--- src/rtl/isr_test_pkg.sv ---
// Package: register map, field positions, source codes and bus carrier
package isr_test_pkg;

    localparam logic [7:0] ADDR_INT_STATUS = 8'hF8;
    localparam logic [7:0] ADDR_TEST_CTRL = 8'hFC;

    localparam logic [7:0] CLEAR_CODE = 8'hFF;
    localparam logic [7:0] STATUS_RESET = 8'h00;

    localparam int BIT_SOFT_RESET = 7;
    localparam int BIT_FAN_BYPASS = 2;
    localparam int BIT_FLASH_BYPASS = 1;
    localparam int BIT_FILTER_BYPASS = 0;

    localparam int NUM_SRC = 8;

    // Addresses of the enabling registers that own each source line
    localparam logic [7:0] SRC_CODE [NUM_SRC] = '{
        8'h10, 8'h11, 8'h20, 8'h21, 8'h30, 8'h31, 8'h40, 8'h41
    };

    typedef struct packed {
        logic wr;
        logic rd;
        logic [7:0] addr;
        logic [7:0] wdata;
    } reg_req_t;

    typedef struct packed {
        logic fan_divider_bypass;
        logic flash_divider_bypass;
        logic serial_filter_bypass;
    } bypass_t;

endpackage

--- src/rtl/interrupt_status_and_test_control.sv ---
// Interrupt source status register and test / soft reset register
`timescale 1ns/1ns
// Operation
// - Enabled sources from bypass, fan, bit and timer registers merge into one status.
// - Status field shows the address of the active source's enabling register.
// - With several sources active, the lowest address code is reported first.
// - Host writes FFh to status to clear; interrupt pin then goes inactive.
// - After clear, a remaining source is loaded and the pin asserts again.
// - Soft reset request waits until the current serial transfer has ended.
// - Soft reset returns pins, control registers, dividers and slave machine to reset.
// - Soft reset bit clears itself; writing zero to it does nothing.
// - Fan bypass bit skips the fan divider, counters run 500 times faster.
// - Flash bypass bit skips the flash divider, rates 125,000 times faster.
// - Both divider bypass bits are cleared at power-on and reset.
// - Filter bypass bit removes glitch filters on serial clock and data.
// - Filter bypass bit is cleared at power-on and reset.
module interrupt_status_and_test_control
    import isr_test_pkg::*;
(
    input wire logic clock_i,
    input wire logic soft_reset_request_i,
    input wire logic ce_i,
    input wire reg_req_t req_i,
    input wire logic transfer_active_i,
    input wire logic [NUM_SRC-1:0] src_active_i,
    output logic [7:0] rd_data_o,
    output logic rd_hit_o,
    output logic int_n_o,
    output logic clear_ack_o,
    output logic [7:0] clear_code_o,
    output logic soft_reset_o,
    output bypass_t bypass_o
);

    ////////////////////////////////////////////////////////////////////////
    // Decode

    function automatic logic hit(input reg_req_t r, input logic [7:0] a);
        return r.addr == a;
    endfunction

    logic [7:0] cur_code;
    logic hold;
    logic pending;
    logic best_any;
    logic [7:0] best_code;
    logic soft_do;
    logic status_wr;
    logic clear_wr;
    logic test_wr;

    assign status_wr = ce_i && req_i.wr && hit(req_i, ADDR_INT_STATUS);
    assign clear_wr = status_wr && req_i.wdata == CLEAR_CODE;
    assign test_wr = ce_i && req_i.wr && hit(req_i, ADDR_TEST_CTRL);
    // Held off while the serial slave is mid-transfer
    assign soft_do = ce_i && pending && !transfer_active_i;

    source_priority_pick u_pick (
        .active_i(src_active_i),
        .any_o(best_any),
        .code_o(best_code)
    );

    ////////////////////////////////////////////////////////////////////////
    // Interrupt status

    // One idle cycle after a clear lets the source logic drop the acked flag
    always_ff @(posedge clock_i) begin
        if (soft_reset_request_i || soft_do) begin
            cur_code <= STATUS_RESET;
            int_n_o <= 1'b1;
            hold <= 1'b0;
            clear_ack_o <= 1'b0;
            clear_code_o <= STATUS_RESET;
        end else if (ce_i) begin
            clear_ack_o <= 1'b0;
            if (clear_wr && !int_n_o) begin
                cur_code <= STATUS_RESET;
                int_n_o <= 1'b1;
                hold <= 1'b1;
                clear_ack_o <= 1'b1;
                clear_code_o <= cur_code;
            end else if (hold) begin
                hold <= 1'b0;
            end else if (int_n_o && best_any) begin
                cur_code <= best_code;
                int_n_o <= 1'b0;
            end
        end
    end

    ////////////////////////////////////////////////////////////////////////
    // Test register and soft reset

    // A new request landing on the firing edge is kept, not lost
    always_ff @(posedge clock_i) begin
        if (soft_reset_request_i) begin
            pending <= 1'b0;
        end else if (test_wr && req_i.wdata[BIT_SOFT_RESET]) begin
            pending <= 1'b1;
        end else if (soft_do) begin
            pending <= 1'b0;
        end
    end

    always_ff @(posedge clock_i) begin
        if (soft_reset_request_i) begin
            soft_reset_o <= 1'b0;
        end else if (ce_i) begin
            soft_reset_o <= soft_do;
        end
    end

    always_ff @(posedge clock_i) begin
        if (soft_reset_request_i || soft_do) begin
            bypass_o <= '0;
        end else if (test_wr) begin
            bypass_o.fan_divider_bypass <= req_i.wdata[BIT_FAN_BYPASS];
            bypass_o.flash_divider_bypass <= req_i.wdata[BIT_FLASH_BYPASS];
            bypass_o.serial_filter_bypass <= req_i.wdata[BIT_FILTER_BYPASS];
        end
    end

    ////////////////////////////////////////////////////////////////////////
    // Read path, one cycle latency; other addresses read zero and no hit

    always_ff @(posedge clock_i) begin
        if (soft_reset_request_i) begin
            rd_data_o <= 8'h00;
            rd_hit_o <= 1'b0;
        end else if (ce_i) begin
            rd_data_o <= 8'h00;
            rd_hit_o <= 1'b0;
            if (req_i.rd && hit(req_i, ADDR_INT_STATUS)) begin
                rd_data_o <= cur_code;
                rd_hit_o <= 1'b1;
            end else if (req_i.rd && hit(req_i, ADDR_TEST_CTRL)) begin
                rd_data_o <= {pending, 4'h0, bypass_o.fan_divider_bypass,
                              bypass_o.flash_divider_bypass, bypass_o.serial_filter_bypass};
                rd_hit_o <= 1'b1;
            end
        end
    end

    ////////////////////////////////////////////////////////////////////////
    // Checks

    // Kept apart from the picker so that a picker fault is caught
    function automatic logic any_below(input logic [NUM_SRC-1:0] act, input logic [7:0] code);
        logic found;
        found = 1'b0;
        for (int i = 0; i < NUM_SRC; i++) begin
            if (act[i] && SRC_CODE[i] < code) begin
                found = 1'b1;
            end
        end
        return found;
    endfunction

    property p_latch_lowest;
        @(posedge clock_i) disable iff (soft_reset_request_i)
        (ce_i && !soft_do && int_n_o && !hold && (|src_active_i) && !clear_wr)
            |=> (!int_n_o && cur_code != STATUS_RESET && !any_below($past(src_active_i), cur_code));
    endproperty
    a_latch_lowest: assert property (p_latch_lowest) else $error("lowest source not latched");

    property p_clear;
        @(posedge clock_i) disable iff (soft_reset_request_i)
        (clear_wr && !int_n_o && !soft_do) |=> (int_n_o && clear_ack_o && cur_code == STATUS_RESET);
    endproperty
    a_clear: assert property (p_clear) else $error("clear did not release interrupt");

    property p_rearm;
        @(posedge clock_i) disable iff (soft_reset_request_i)
        (clear_wr && !int_n_o && !soft_do) ##1 (ce_i && !soft_do) ##1 (ce_i && !soft_do && best_any)
            |=> (!int_n_o && cur_code != STATUS_RESET);
    endproperty
    a_rearm: assert property (p_rearm) else $error("remaining source not re-raised");

    property p_other_write;
        @(posedge clock_i) disable iff (soft_reset_request_i)
        (status_wr && !clear_wr && !int_n_o && !soft_do) |=> ($stable(cur_code) && !int_n_o);
    endproperty
    a_other_write: assert property (p_other_write) else $error("non-clear write changed status");

    property p_soft_wait;
        @(posedge clock_i) disable iff (soft_reset_request_i)
        (pending && transfer_active_i) |=> !soft_reset_o;
    endproperty
    a_soft_wait: assert property (p_soft_wait) else $error("soft reset during transfer");

    property p_soft_do;
        @(posedge clock_i) disable iff (soft_reset_request_i)
        (soft_do && !(test_wr && req_i.wdata[BIT_SOFT_RESET]))
            |=> (soft_reset_o && int_n_o && bypass_o == '0 && !pending ##1 !soft_reset_o);
    endproperty
    a_soft_do: assert property (p_soft_do) else $error("soft reset incomplete");

    property p_zero_write;
        @(posedge clock_i) disable iff (soft_reset_request_i)
        (test_wr && !req_i.wdata[BIT_SOFT_RESET] && !pending) |=> (!pending ##1 !soft_reset_o);
    endproperty
    a_zero_write: assert property (p_zero_write) else $error("zero write started reset");

    property p_bypass_write;
        @(posedge clock_i) disable iff (soft_reset_request_i)
        (test_wr && !soft_do) |=> (bypass_o.fan_divider_bypass == $past(req_i.wdata[BIT_FAN_BYPASS])
            && bypass_o.flash_divider_bypass == $past(req_i.wdata[BIT_FLASH_BYPASS])
            && bypass_o.serial_filter_bypass == $past(req_i.wdata[BIT_FILTER_BYPASS]));
    endproperty
    a_bypass_write: assert property (p_bypass_write) else $error("bypass bits not stored");

    property p_reset_clear;
        @(posedge clock_i)
        soft_reset_request_i |=> (bypass_o == '0 && int_n_o && !pending);
    endproperty
    a_reset_clear: assert property (p_reset_clear) else $error("bypass not cleared by reset");

    property p_read_status;
        @(posedge clock_i) disable iff (soft_reset_request_i)
        (ce_i && req_i.rd && hit(req_i, ADDR_INT_STATUS)) |=> (rd_hit_o && rd_data_o == $past(cur_code));
    endproperty
    a_read_status: assert property (p_read_status) else $error("status readback wrong");

endmodule

--- src/rtl/source_priority_pick.sv ---
// Picks the active interrupt source with the lowest address code
`timescale 1ns/1ns
module source_priority_pick
    import isr_test_pkg::*;
(
    input wire logic [NUM_SRC-1:0] active_i,
    output logic any_o,
    output logic [7:0] code_o
);

    always_comb begin
        any_o = 1'b0;
        code_o = STATUS_RESET;
        for (int i = 0; i < NUM_SRC; i++) begin
            if (active_i[i] && (!any_o || SRC_CODE[i] < code_o)) begin
                any_o = 1'b1;
                code_o = SRC_CODE[i];
            end
        end
    end

endmodule
--- config.mk ---
export PLATFORM = sky130hd
export DESIGN_NAME = interrupt_status_and_test_control
export DESIGN_NICKNAME = d
export VERILOG_FILES = /design/src/rtl/isr_test_pkg.sv /design/src/rtl/interrupt_status_and_test_control.sv /design/src/rtl/source_priority_pick.sv
export SDC_FILE = /design/constraint.sdc
export NUM_CORES = 1
export LEC_CHECK = 0
export BUFFER_PORTS_ARGS = -buffer_cell sky130_fd_sc_hd__buf_2
export CORE_MARGIN = 4
export CORE_UTILIZATION = 40
export CTS_BUF_LIST = sky130_fd_sc_hd__clkbuf_2 sky130_fd_sc_hd__clkbuf_4 sky130_fd_sc_hd__clkbuf_8
export DETAILED_ROUTE_END_ITERATION = 12
export GPL_TIMING_DRIVEN = 0
export MAX_ROUTING_LAYER = met4
export PLACE_DENSITY = 0.74
export SLEW_MARGIN = 40
export SYNTH_ARGS = -nofsm -noshare
export SYNTH_HDL_FRONTEND = slang
export SYNTH_SLANG_ARGS = --single-unit
--- constraint.sdc ---
create_clock -name clock_i -period 1.2 [get_ports clock_i]
set_input_delay 0.18 -clock clock_i [delete_from_list [all_inputs] [get_ports clock_i]]
set_output_delay 0.18 -clock clock_i [all_outputs]
set_load 0.05 [all_outputs]
# After elaboration in Yosys (flattened, before gate mapping)
# Index checks and enable logic that the tools add are counted.
[op_classes]
n_addsub = 0
mul = 0
div = 0
magnitude_cmp = 7
eq_ne = 4
shift = 0
muxes = 29
n_bitwise = 0
reduce_logical = 39
[op_table]
columns = ["op", "n"]
rows = [
  ["$mux W8", 5],
  ["$eq A8 B8 Y1 const B", 3],
  ["$mux W6", 4],
  ["$logic_and A1 B1 Y1", 18],
  ["$lt A6 B6 Y1 const A", 3],
  ["$mux W1", 16],
  ["$mux W7", 2],
  ["$mux W5", 2],
  ["$logic_not A1 Y1", 9],
  ["$logic_or A1 B1 Y1", 8],
  ["$lt A7 B6 Y1 const A", 1],
  ["$lt A7 B7 Y1 const A", 1],
  ["$lt A6 B5 Y1 const A", 1],
  ["$lt A5 B5 Y1 const A", 1],
  ["$reduce_bool A2 Y1", 2],
  ["$reduce_and A3 Y1", 1],
  ["$ne A2 B1 Y1 const B", 1],
  ["$reduce_and A2 Y1", 1],
]
[word_totals]
regBits = 32
latch_bits = 0
ram_bits = 0
rom_bits = 0
in_bits = 30
output_inout_bits = 23
elab_cells = 90
n_memories = 0

# Depth between registers and ports, before layout
# Gate-level depths: netlist of the first run.
[logic_depth]
ltp_word = 33
ltp_mapped = 5
ltp_nobuf = 4

# Hierarchy
# A second synthesis of the first run with hierarchy kept.
[unflattened]
cells_unflattened = 170
hier_area_um2 = 1505.2
[modules_own_cells]
columns = ["mod", "instances", "cells_per_inst", "area_each_um2", "seq_area_each_um2"]
rows = [
  ["interrupt_status_and_test_control", 1, 150, 1371.3, 640.6],
  ["source_priority_pick", 1, 20, 133.9, 0.0],
]

# Least setup slack after synthesis of the first run
# Ideal clock, no wire load.
[synth_path]
path_type = "reg-to-reg"
from = "register int_n_o"
to = "register cur_code[0]"
setup_ps = 116
arrival_ps = 1322
required_time_ps = 1084
path_slack_ps = -238
stages_incl_launch_ff = 4
path_buffers = 0
synth_period_minus_slack_ps = 1438
path_cell_list = "dfxtp_1 -> nor3_1 -> nand4_4 -> a41o_1"
[synth_via]
elab_chain_cells = 4
elab_cells_between_ends = 7
classes_between = "eq/ne (1); mux (1); reduce/logical (5)"
[synth_lines]
columns = ["item", "line_no", "rtl"]
rows = [
  ["start: declaration", "interrupt_status_and_test_control.sv:28", "output logic int_n_o,"],
  ["start signal: assignment", "interrupt_status_and_test_control.sv:71", "int_n_o <= 1'b1;"],
  ["start signal: assignment", "interrupt_status_and_test_control.sv:79", "int_n_o <= 1'b1;"],
  ["start signal: assignment", "interrupt_status_and_test_control.sv:87", "int_n_o <= 1'b0;"],
  ["$logic_not A1 Y1", "interrupt_status_and_test_control.sv:77", "if (clear_wr && !int_n_o) begin"],
  ["$logic_and A1 B1 Y1", "interrupt_status_and_test_control.sv:77", ""],
  ["$ne A2 B1 Y1 (no line) or $reduce_bool A2 Y1 (tied branches)", "n/a", ""],
  ["$reduce_and A3 Y1 (no line)", "n/a", ""],
  ["end signal: assignment", "interrupt_status_and_test_control.sv:86", "cur_code <= best_code;"],
  ["end: declaration", "interrupt_status_and_test_control.sv:42", "logic [7:0] cur_code;"],
]
# Parallel ways exist; a longest one is shown, timed or not.
# A chain may end at the register's enable or synchronous reset.

# Worst setup path after layout of the first run
[layout_path]
from = "register hold"
to = "register cur_code[5]"
[layout_via]
elab_chain_cells = 2
[layout_lines]
columns = ["item", "line_no", "rtl"]
rows = [
  ["start: declaration", "interrupt_status_and_test_control.sv:43", "logic hold;"],
  ["start signal: assignment", "interrupt_status_and_test_control.sv:72", "hold <= 1'b0;"],
  ["start signal: assignment", "interrupt_status_and_test_control.sv:80", "hold <= 1'b1;"],
  ["start signal: assignment", "interrupt_status_and_test_control.sv:84", "hold <= 1'b0;"],
  ["$ne A2 B1 Y1 (no line)", "n/a", ""],
  ["$reduce_and A3 Y1 (no line)", "n/a", ""],
]
# Every way passes these cells.

==> flow_summary.json, run 1 <==
{
  "coreArea_um2": 2520,
  "final_area_um2": 1460,
  "drive_gt1_frac": 0.410,
  "drv_slew": 0,
  "grt_pass1_wl_mm": 4.35,
  "period_minus_slack_ns": 1.24,
  "seq_area_frac_synth": 0.427,
  "setup_violations": 1,
  "viasPerCell": 5.12,
  "power_w": 0.00136,
  "insertion_delay_ns": 0.31,
  "stdcell_count": 213,
  "hp-class": "input pin to register",
  "die_w_um": 59.9,
  "clock.fmax_mhz": 808,
  "worstMarginPinSlew_ns": 0.592,
  "post-route-period-util": 1.03,
  "synth_cell_types": 33,
  "layout_common_cells": "46 x buf_2, 21 x dfxtp_1, 19 x nand2_1",
  "pwr-share-seq": 0.574,
  "cts_made_buffers": 3,
  "p_leak_nw": 0.724,
  "pin_count": 53,
  "grt_pass1_vias": 990,
  "p_clk_frac": 0.262,
  "cts-root-buf": "clkbuf_4",
  "critPathKind": "register to register",
  "track_usage": 0.164,
  "rr_startpoint": "hold",
  "initial_core_util": 0.428,
  "rsz0062_at_grt": "yes",
  "p_switching_w": 0.000382,
  "antenna_found_initial": 0,
  "dp.cells": 205,
  "cts.sinks": 23,
  "worstSetupEndpointType": "register",
  "cts.htree.levels": 1,
  "die-height_um": 59.9,
  "nets": 214,
  "placed_cell_area_um2": 1380,
  "hold_violations": 0,
  "swShare": 0.280,
  "cts_tree": "done",
  "drtIter0Drc": 13,
  "grt_max_degree": 14,
  "relSlewSlack": 0.602,
  "io_buffer_count": 47,
  "rows": 18,
  "synth-seq-cells": 23,
  "fin_ws_ns": -0.0383,
  "cts_buffer_depth": 2,
  "cp.required_ns": 1.46,
  "crit_arrival_ns": 1.50,
  "min_from": "req_i[1]",
  "grt_overflow": 0,
  "routedWlPerCell_um": 13.0,
  "whs_endpoint": "bypass_o[1]",
  "status": "finished with violations",
  "drt_pass1_iterations": 4,
  "max_cap_violations": 0,
  "p_int_w": 0.000982,
  "worstHoldPathCells": 3,
  "cp-start-kind": "register",
  "r2r_slack_ns": -0.04,
  "die_area_um2": 3590,
  "finalSetupTns_ns": -0.0383,
  "gp_congestion": 0.842,
  "area_growth_pct": 35.0,
  "critPathMaxFanout": 3,
  "synthesis.area_um2": 1080,
  "avgSynthCellArea_um2": 8.70,
  "path_clk_slew_ns": 0.13,
  "layout_commonest_cell": "buf_2",
  "synth_cells": 124,
  "rr_worst_depth": 4,
  "combinationalPowerShare": 0.164,
  "hpwl_mm": 2.20,
  "pwr_density_cell_nw_per_um2": 937,
  "vias": 1091,
  "finalClockSkew_ns": 0.00678,
  "diodes": 0,
  "wirelength_mm": 2.77,
  "yosysWarnings": 0,
  "drtAntennaViolNets": 0,
  "drc": 0,
  "reg2reg_to": "cur_code[5]",
  "violations": "setup timing",
  "vdd_drop_max_uv": 562,
  "fillers": 251
}
==> routing by layer <==
metal	track usage	routed length, um	up-vias
met5	-	0	-
met4	0.0380	6	0
met3	0.0454	193	2
met2	0.285	1440	31
met1	0.186	1130	505
li1	-	-	553
==> state kept, by name, indices dropped and copies added, names as in the netlist <==
register      count
int_n_o           1
rd_hit_o          1
clear_code_o      4
soft_reset_o      1
rd_data_o         7
hold              1
cur_code          4
bypass_o          3
pending           1
==> Yosys cell counts (all sizes together) <==
master / instances / area, um2
a211oi: 1 / 7.51
nand3: 8 / 40.0
nor2: 11 / 43.8
mux2: 1 / 11.3
nor4: 2 / 12.5
mux2i: 4 / 40.0
a41o: 4 / 40.0
a211o: 1 / 8.76
inv: 6 / 22.5
nand4: 4 / 40.0
nand2: 19 / 71.3
dfxtp: 23 / 460
o21ai: 6 / 30.0
buf: 6 / 42.5
nand3b: 2 / 15.0
conb: 1 / 3.75
a22oi: 2 / 15.0
clkbuf: 2 / 7.51
a31o: 1 / 8.76
nor2b: 2 / 12.5
nand4bb: 1 / 27.5
a21o: 1 / 7.51
a21oi: 10 / 61.3
nor3: 3 / 20.0
a32oi: 2 / 17.5
or4: 1 / 11.3
==> how the worst max path moves through the flow <==
| stage | from | to | slack (ns) |
|---|---|---|---|
| floorplan | hold | cur_code[5] | 0.005 |
| global placement | req_i[8] | rd_data_o[7] | -0.17 |
| detailed placement | ce_i | clear_code_o[5] | -0.19 |
| CTS | hold | cur_code[5] | 0.006 |
| global route | hold | cur_code[5] | -0.12 |
| finish | hold | cur_code[5] | -0.04 |
==> repair_timing <==
item / in CTS / in global routing
resized for setup: 1 / 3
buffers inserted: 4 / 0
pin swaps: 2 / 0
endpoints found under the setup margin: 11 / 3
gates cloned: 0 / 0
hold buffers: 0 / 0
==> critical path, stage by stage, from the launching register on <==
cell      delay [ns]
dfxtp_2         0.35
nand3b_1        0.19
a211o_1         0.31
nor4_2          0.20
a41o_1          0.14
==> layout make-up <==
cell class | instances | area [um2] | share of cell area
Multi-Input combinational cell | 91 | 583 | 0.400
Tap cell | 30 | 37.5 | 0.0258
Clock buffer | 3 | 22.5 | 0.0155
Inverter | 6 | 22.5 | 0.0155
Buffer | 8 | 52.6 | 0.0361
Clock inverter | 1 | 5.00 | 0.00344
Sequential cell | 23 | 465 | 0.320
Timing Repair Buffer | 51 | 268 | 0.184
==> power groups by stage <==
stage	clock network (W)	logic, W	registers, W
floorplan	0	0.000120	0.000808
finish	0.000358	0.000223	0.000783
detailed placement	0	0.000214	0.000800
global route	0.000403	0.000242	0.000786
CTS	0.000363	0.000218	0.000783
global placement	0	0.000209	0.000800
==> stage by stage <==
step | setup WS [ns] | util | hold WS [ns]
after floorplan | 0.00489 | - | 0.313
after CTS | 0.00590 | 0.572 | 0.0967
after global placement | -0.167 | 0.548 | 0.435
after global routing | -0.118 | 0.577 | 0.103
final | -0.0383 | 0.577 | 0.0967
after detailed placement | -0.195 | 0.548 | 0.435
==> kinds of logic after synthesis <==
| group | after synthesis | share of synthesized area |
|---|---|---|
| and+or+nand+nor | 53 | 0.273 |
| AOI/OAI and AO/OA | 28 | 0.182 |
| muxes | 5 | 0.0476 |
| buffers and inverters | 14 | 0.0673 |
| DFF | 23 | 0.427 |
| other | 1 | 0.00348 |
No activity file was read; power rests on OpenSTA's default activity.
==> inputs of run 2 (changes only) <==
Settings changed: ABC_AREA from default to 1, PLACE_DENSITY 0.74 to 0.73.
==> run 2 against run 1 <==
Compared with the run above: the flow now finishes without violations; global-route usage shrank 1.9 points; highest routed layer unchanged; combinational power increased by 26%; sequential power is 2% higher; total power grew 6.6%; non-clock buffer count is 4 lower; maximum frequency up 4.1%; first-iteration DRC count increased by 120%; critical endpoint is now clear_code_o[6]; sequential cell count stayed put; synthesized area rose by 5.7%; sequential share of layout area down 0.61 points.
==> flow_summary.json, run 2 <==
{
  "nets": 249,
  "cts.htree.levels": 1,
  "max_cap_violations": 0,
  "fillers": 275,
  "pwr_density_cell_nw_per_um2": 988,
  "path_cells": "inv_2 > nand2_2 > nor2_2 > nand3b_1 > nor2_2 > inv_2 > nand3_1 > o21ai_1",
  "initial_core_util": 0.417,
  "cts_buffer_depth": 2,
  "track_usage": 0.145,
  "insertion_delay_ns": 0.31,
  "synthesis.area_um2": 1140,
  "area_growth_pct": 29.2,
  "setup_violations": 0,
  "grt_pass1_vias": 1022,
  "drtAntennaViolNets": 0,
  "drv_slew": 0,
  "hp-class": "input pin to register",
  "path_buf_inv": 2,
  "cts-root-buf": "clkbuf_4",
  "pre_cts_slack_ns": 0.0347,
  "critPathMaxFanout": 8,
  "synth_ff_type": "dfxtp_1",
  "coreArea_um2": 2730,
  "yosysWarnings": 0,
  "cts_tree": "done",
  "drc": 0,
  "synth_top_cell_area_share": 0.404,
  "diodes": 0,
  "wl_met1_mm": 1.19,
  "grt_max_degree": 13,
  "crit_slowest_cell": "dfxtp_2",
  "vias": 1149,
  "p_leak_nw": 0.737,
  "grt_overflow": 0,
  "synth_cell_types": 23,
  "post-route-period-util": 0.992,
  "yosysMostFrequentCell": "nand2_1",
  "antenna_found_initial": 0,
  "synth_common_cells": "33 x nand2_1, 23 x dfxtp_1, 20 x nor2_1",
  "final_area_um2": 1470,
  "synth-seq-cells": 23,
  "routedWlPerCell_um": 10.3,
  "io_buffer_count": 46,
  "wl_met2_mm": 1.17,
  "drt_pass1_iterations": 4,
  "cts_made_buffers": 3,
  "hpwl_mm": 2.12,
  "die_w_um": 61.4,
  "avgSynthCellArea_um2": 6.99,
  "cts.hold.buffers_added": 0,
  "placed_cell_area_um2": 1430,
  "seq_area_frac_synth": 0.404,
  "cts.sinks": 23,
  "layout_commonest_cell": "buf_2",
  "ys_async_sr_fraction": 0,
  "synth_edf_count": 0,
  "largest_register_ff_count": 7,
  "hold_violations": 0,
  "grt_pass1_wl_mm": 4.11,
  "top_layer": "met4",
  "layout_common_cells": "46 x buf_2, 31 x nand2_1, 22 x dfxtp_1",
  "met3_length_um": 215,
  "die_area_um2": 3770,
  "finalClockSkew_ns": 0.0131,
  "fin_ws_ns": 0.0101,
  "power_w": 0.00146,
  "cp-start-kind": "register",
  "worstSetupEndpointType": "register",
  "viasPerCell": 4.61,
  "synth_cells": 163,
  "vdd_drop_max_uv": 630,
  "largest-register": "rd_data_o",
  "rsz0062_at_grt": "yes",
  "wirelength_mm": 2.58,
  "pin_count": 53,
  "status": "completed",
  "reg_top3": "rd_data_o x7, clear_code_o x4, cur_code x4",
  "die-height_um": 61.4,
  "cp.required_ns": 1.40,
  "critPathKind": "register to register",
  "period_minus_slack_ns": 1.19,
  "cp_top_family": "simple AND/OR/NAND/NOR gates",
  "path_clk_slew_ns": 0.13,
  "gp_congestion": 0.789,
  "synth_area_leaders": "dfxtp_1 40%, nand2_1 11%, nor2_1 6.6%",
  "drive_gt1_frac": 0.358,
  "clock.fmax_mhz": 840,
  "max_stage_delay_ns": 0.35,
  "crit_arrival_ns": 1.39,
  "yosys.area.top_type": "dfxtp_1",
  "rows": 19,
  "drtIter0Drc": 28
}
[run 2: cell count changes after synthesis, sizes merged, moves of 4 or more]
| cell | before | now |
|---|---|---|
| inv | 6 | 18 |
| nand3 | 8 | 14 |
| a41o | 4 | 0 |
| nand2 | 19 | 35 |
| mux2i | 4 | 0 |
| nor2 | 11 | 26 |
| o21ai | 6 | 15 |
[run 2: power by group]
group / switching (W) / internal (W) / total (W)
clock network: 0.000223 / 0.000152 / 0.000375
logic: 0.000186 / 0.0000960 / 0.000282
registers: 0.0000129 / 0.000785 / 0.000798
total: 0.000423 / 0.00103 / 0.00146
[run 2: kinds of logic after synthesis]
group           count (synthesis)  synth area share
simple gates                   84             0.347
compound gates                 29             0.130
buf+inv                        26             0.116
flops                          23             0.404
other cells                     1           0.00329
[run 2: path summary, 6_finish.rpt]
check | from | endpoint | slack [ns] | cells after the start
worst min register to register | soft_reset_o | soft_reset_o | 0.47 | 2
worst max-delay path | int_n_o | clear_code_o[6] | 0.01 | 8
worst max register to register | int_n_o | clear_code_o[6] | 0.01 | 8
worst min-delay path | soft_reset_request_i | rd_data_o[7] | 0.09 | 2
[run 2: timing repair]
action | CTS | global route
endpoints found under the setup margin | 0 | 11
resized for setup | 0 | 5
hold endpoints to repair | 0 | 0
setup buffers | 0 | 1
[run 2: per-layer routing]
layer,track usage,vias to the layer above
met5,-,-
met3,0.0252,2
li1,-,632
met2,0.242,37
met1,0.187,478
met4,0.0273,0
[run 2: per-stage QoR]
stage               cells   util  setup TNS, ns  hold WS (ns)
CTS                   248  0.532              0        0.0902
detailed placement    244  0.521              0         0.427
finish                249  0.539              0        0.0887
floorplan             167      -              0         0.249
global route          249  0.539         -0.539         0.108
global placement      244  0.521              0         0.424
[run 2: final cells by class]
| cell class | count | area, um2 | share of cell area |
|---|---|---|---|
| buffer | 8 | 65.1 | 0.0442 |
| clock buffer | 4 | 30.0 | 0.0204 |
| inverter | 18 | 67.6 | 0.0459 |
| multi-input combinational | 118 | 569 | 0.387 |
| sequential | 23 | 462 | 0.314 |
| tap | 31 | 38.8 | 0.0263 |
| timing repair buffer | 47 | 240 | 0.163 |
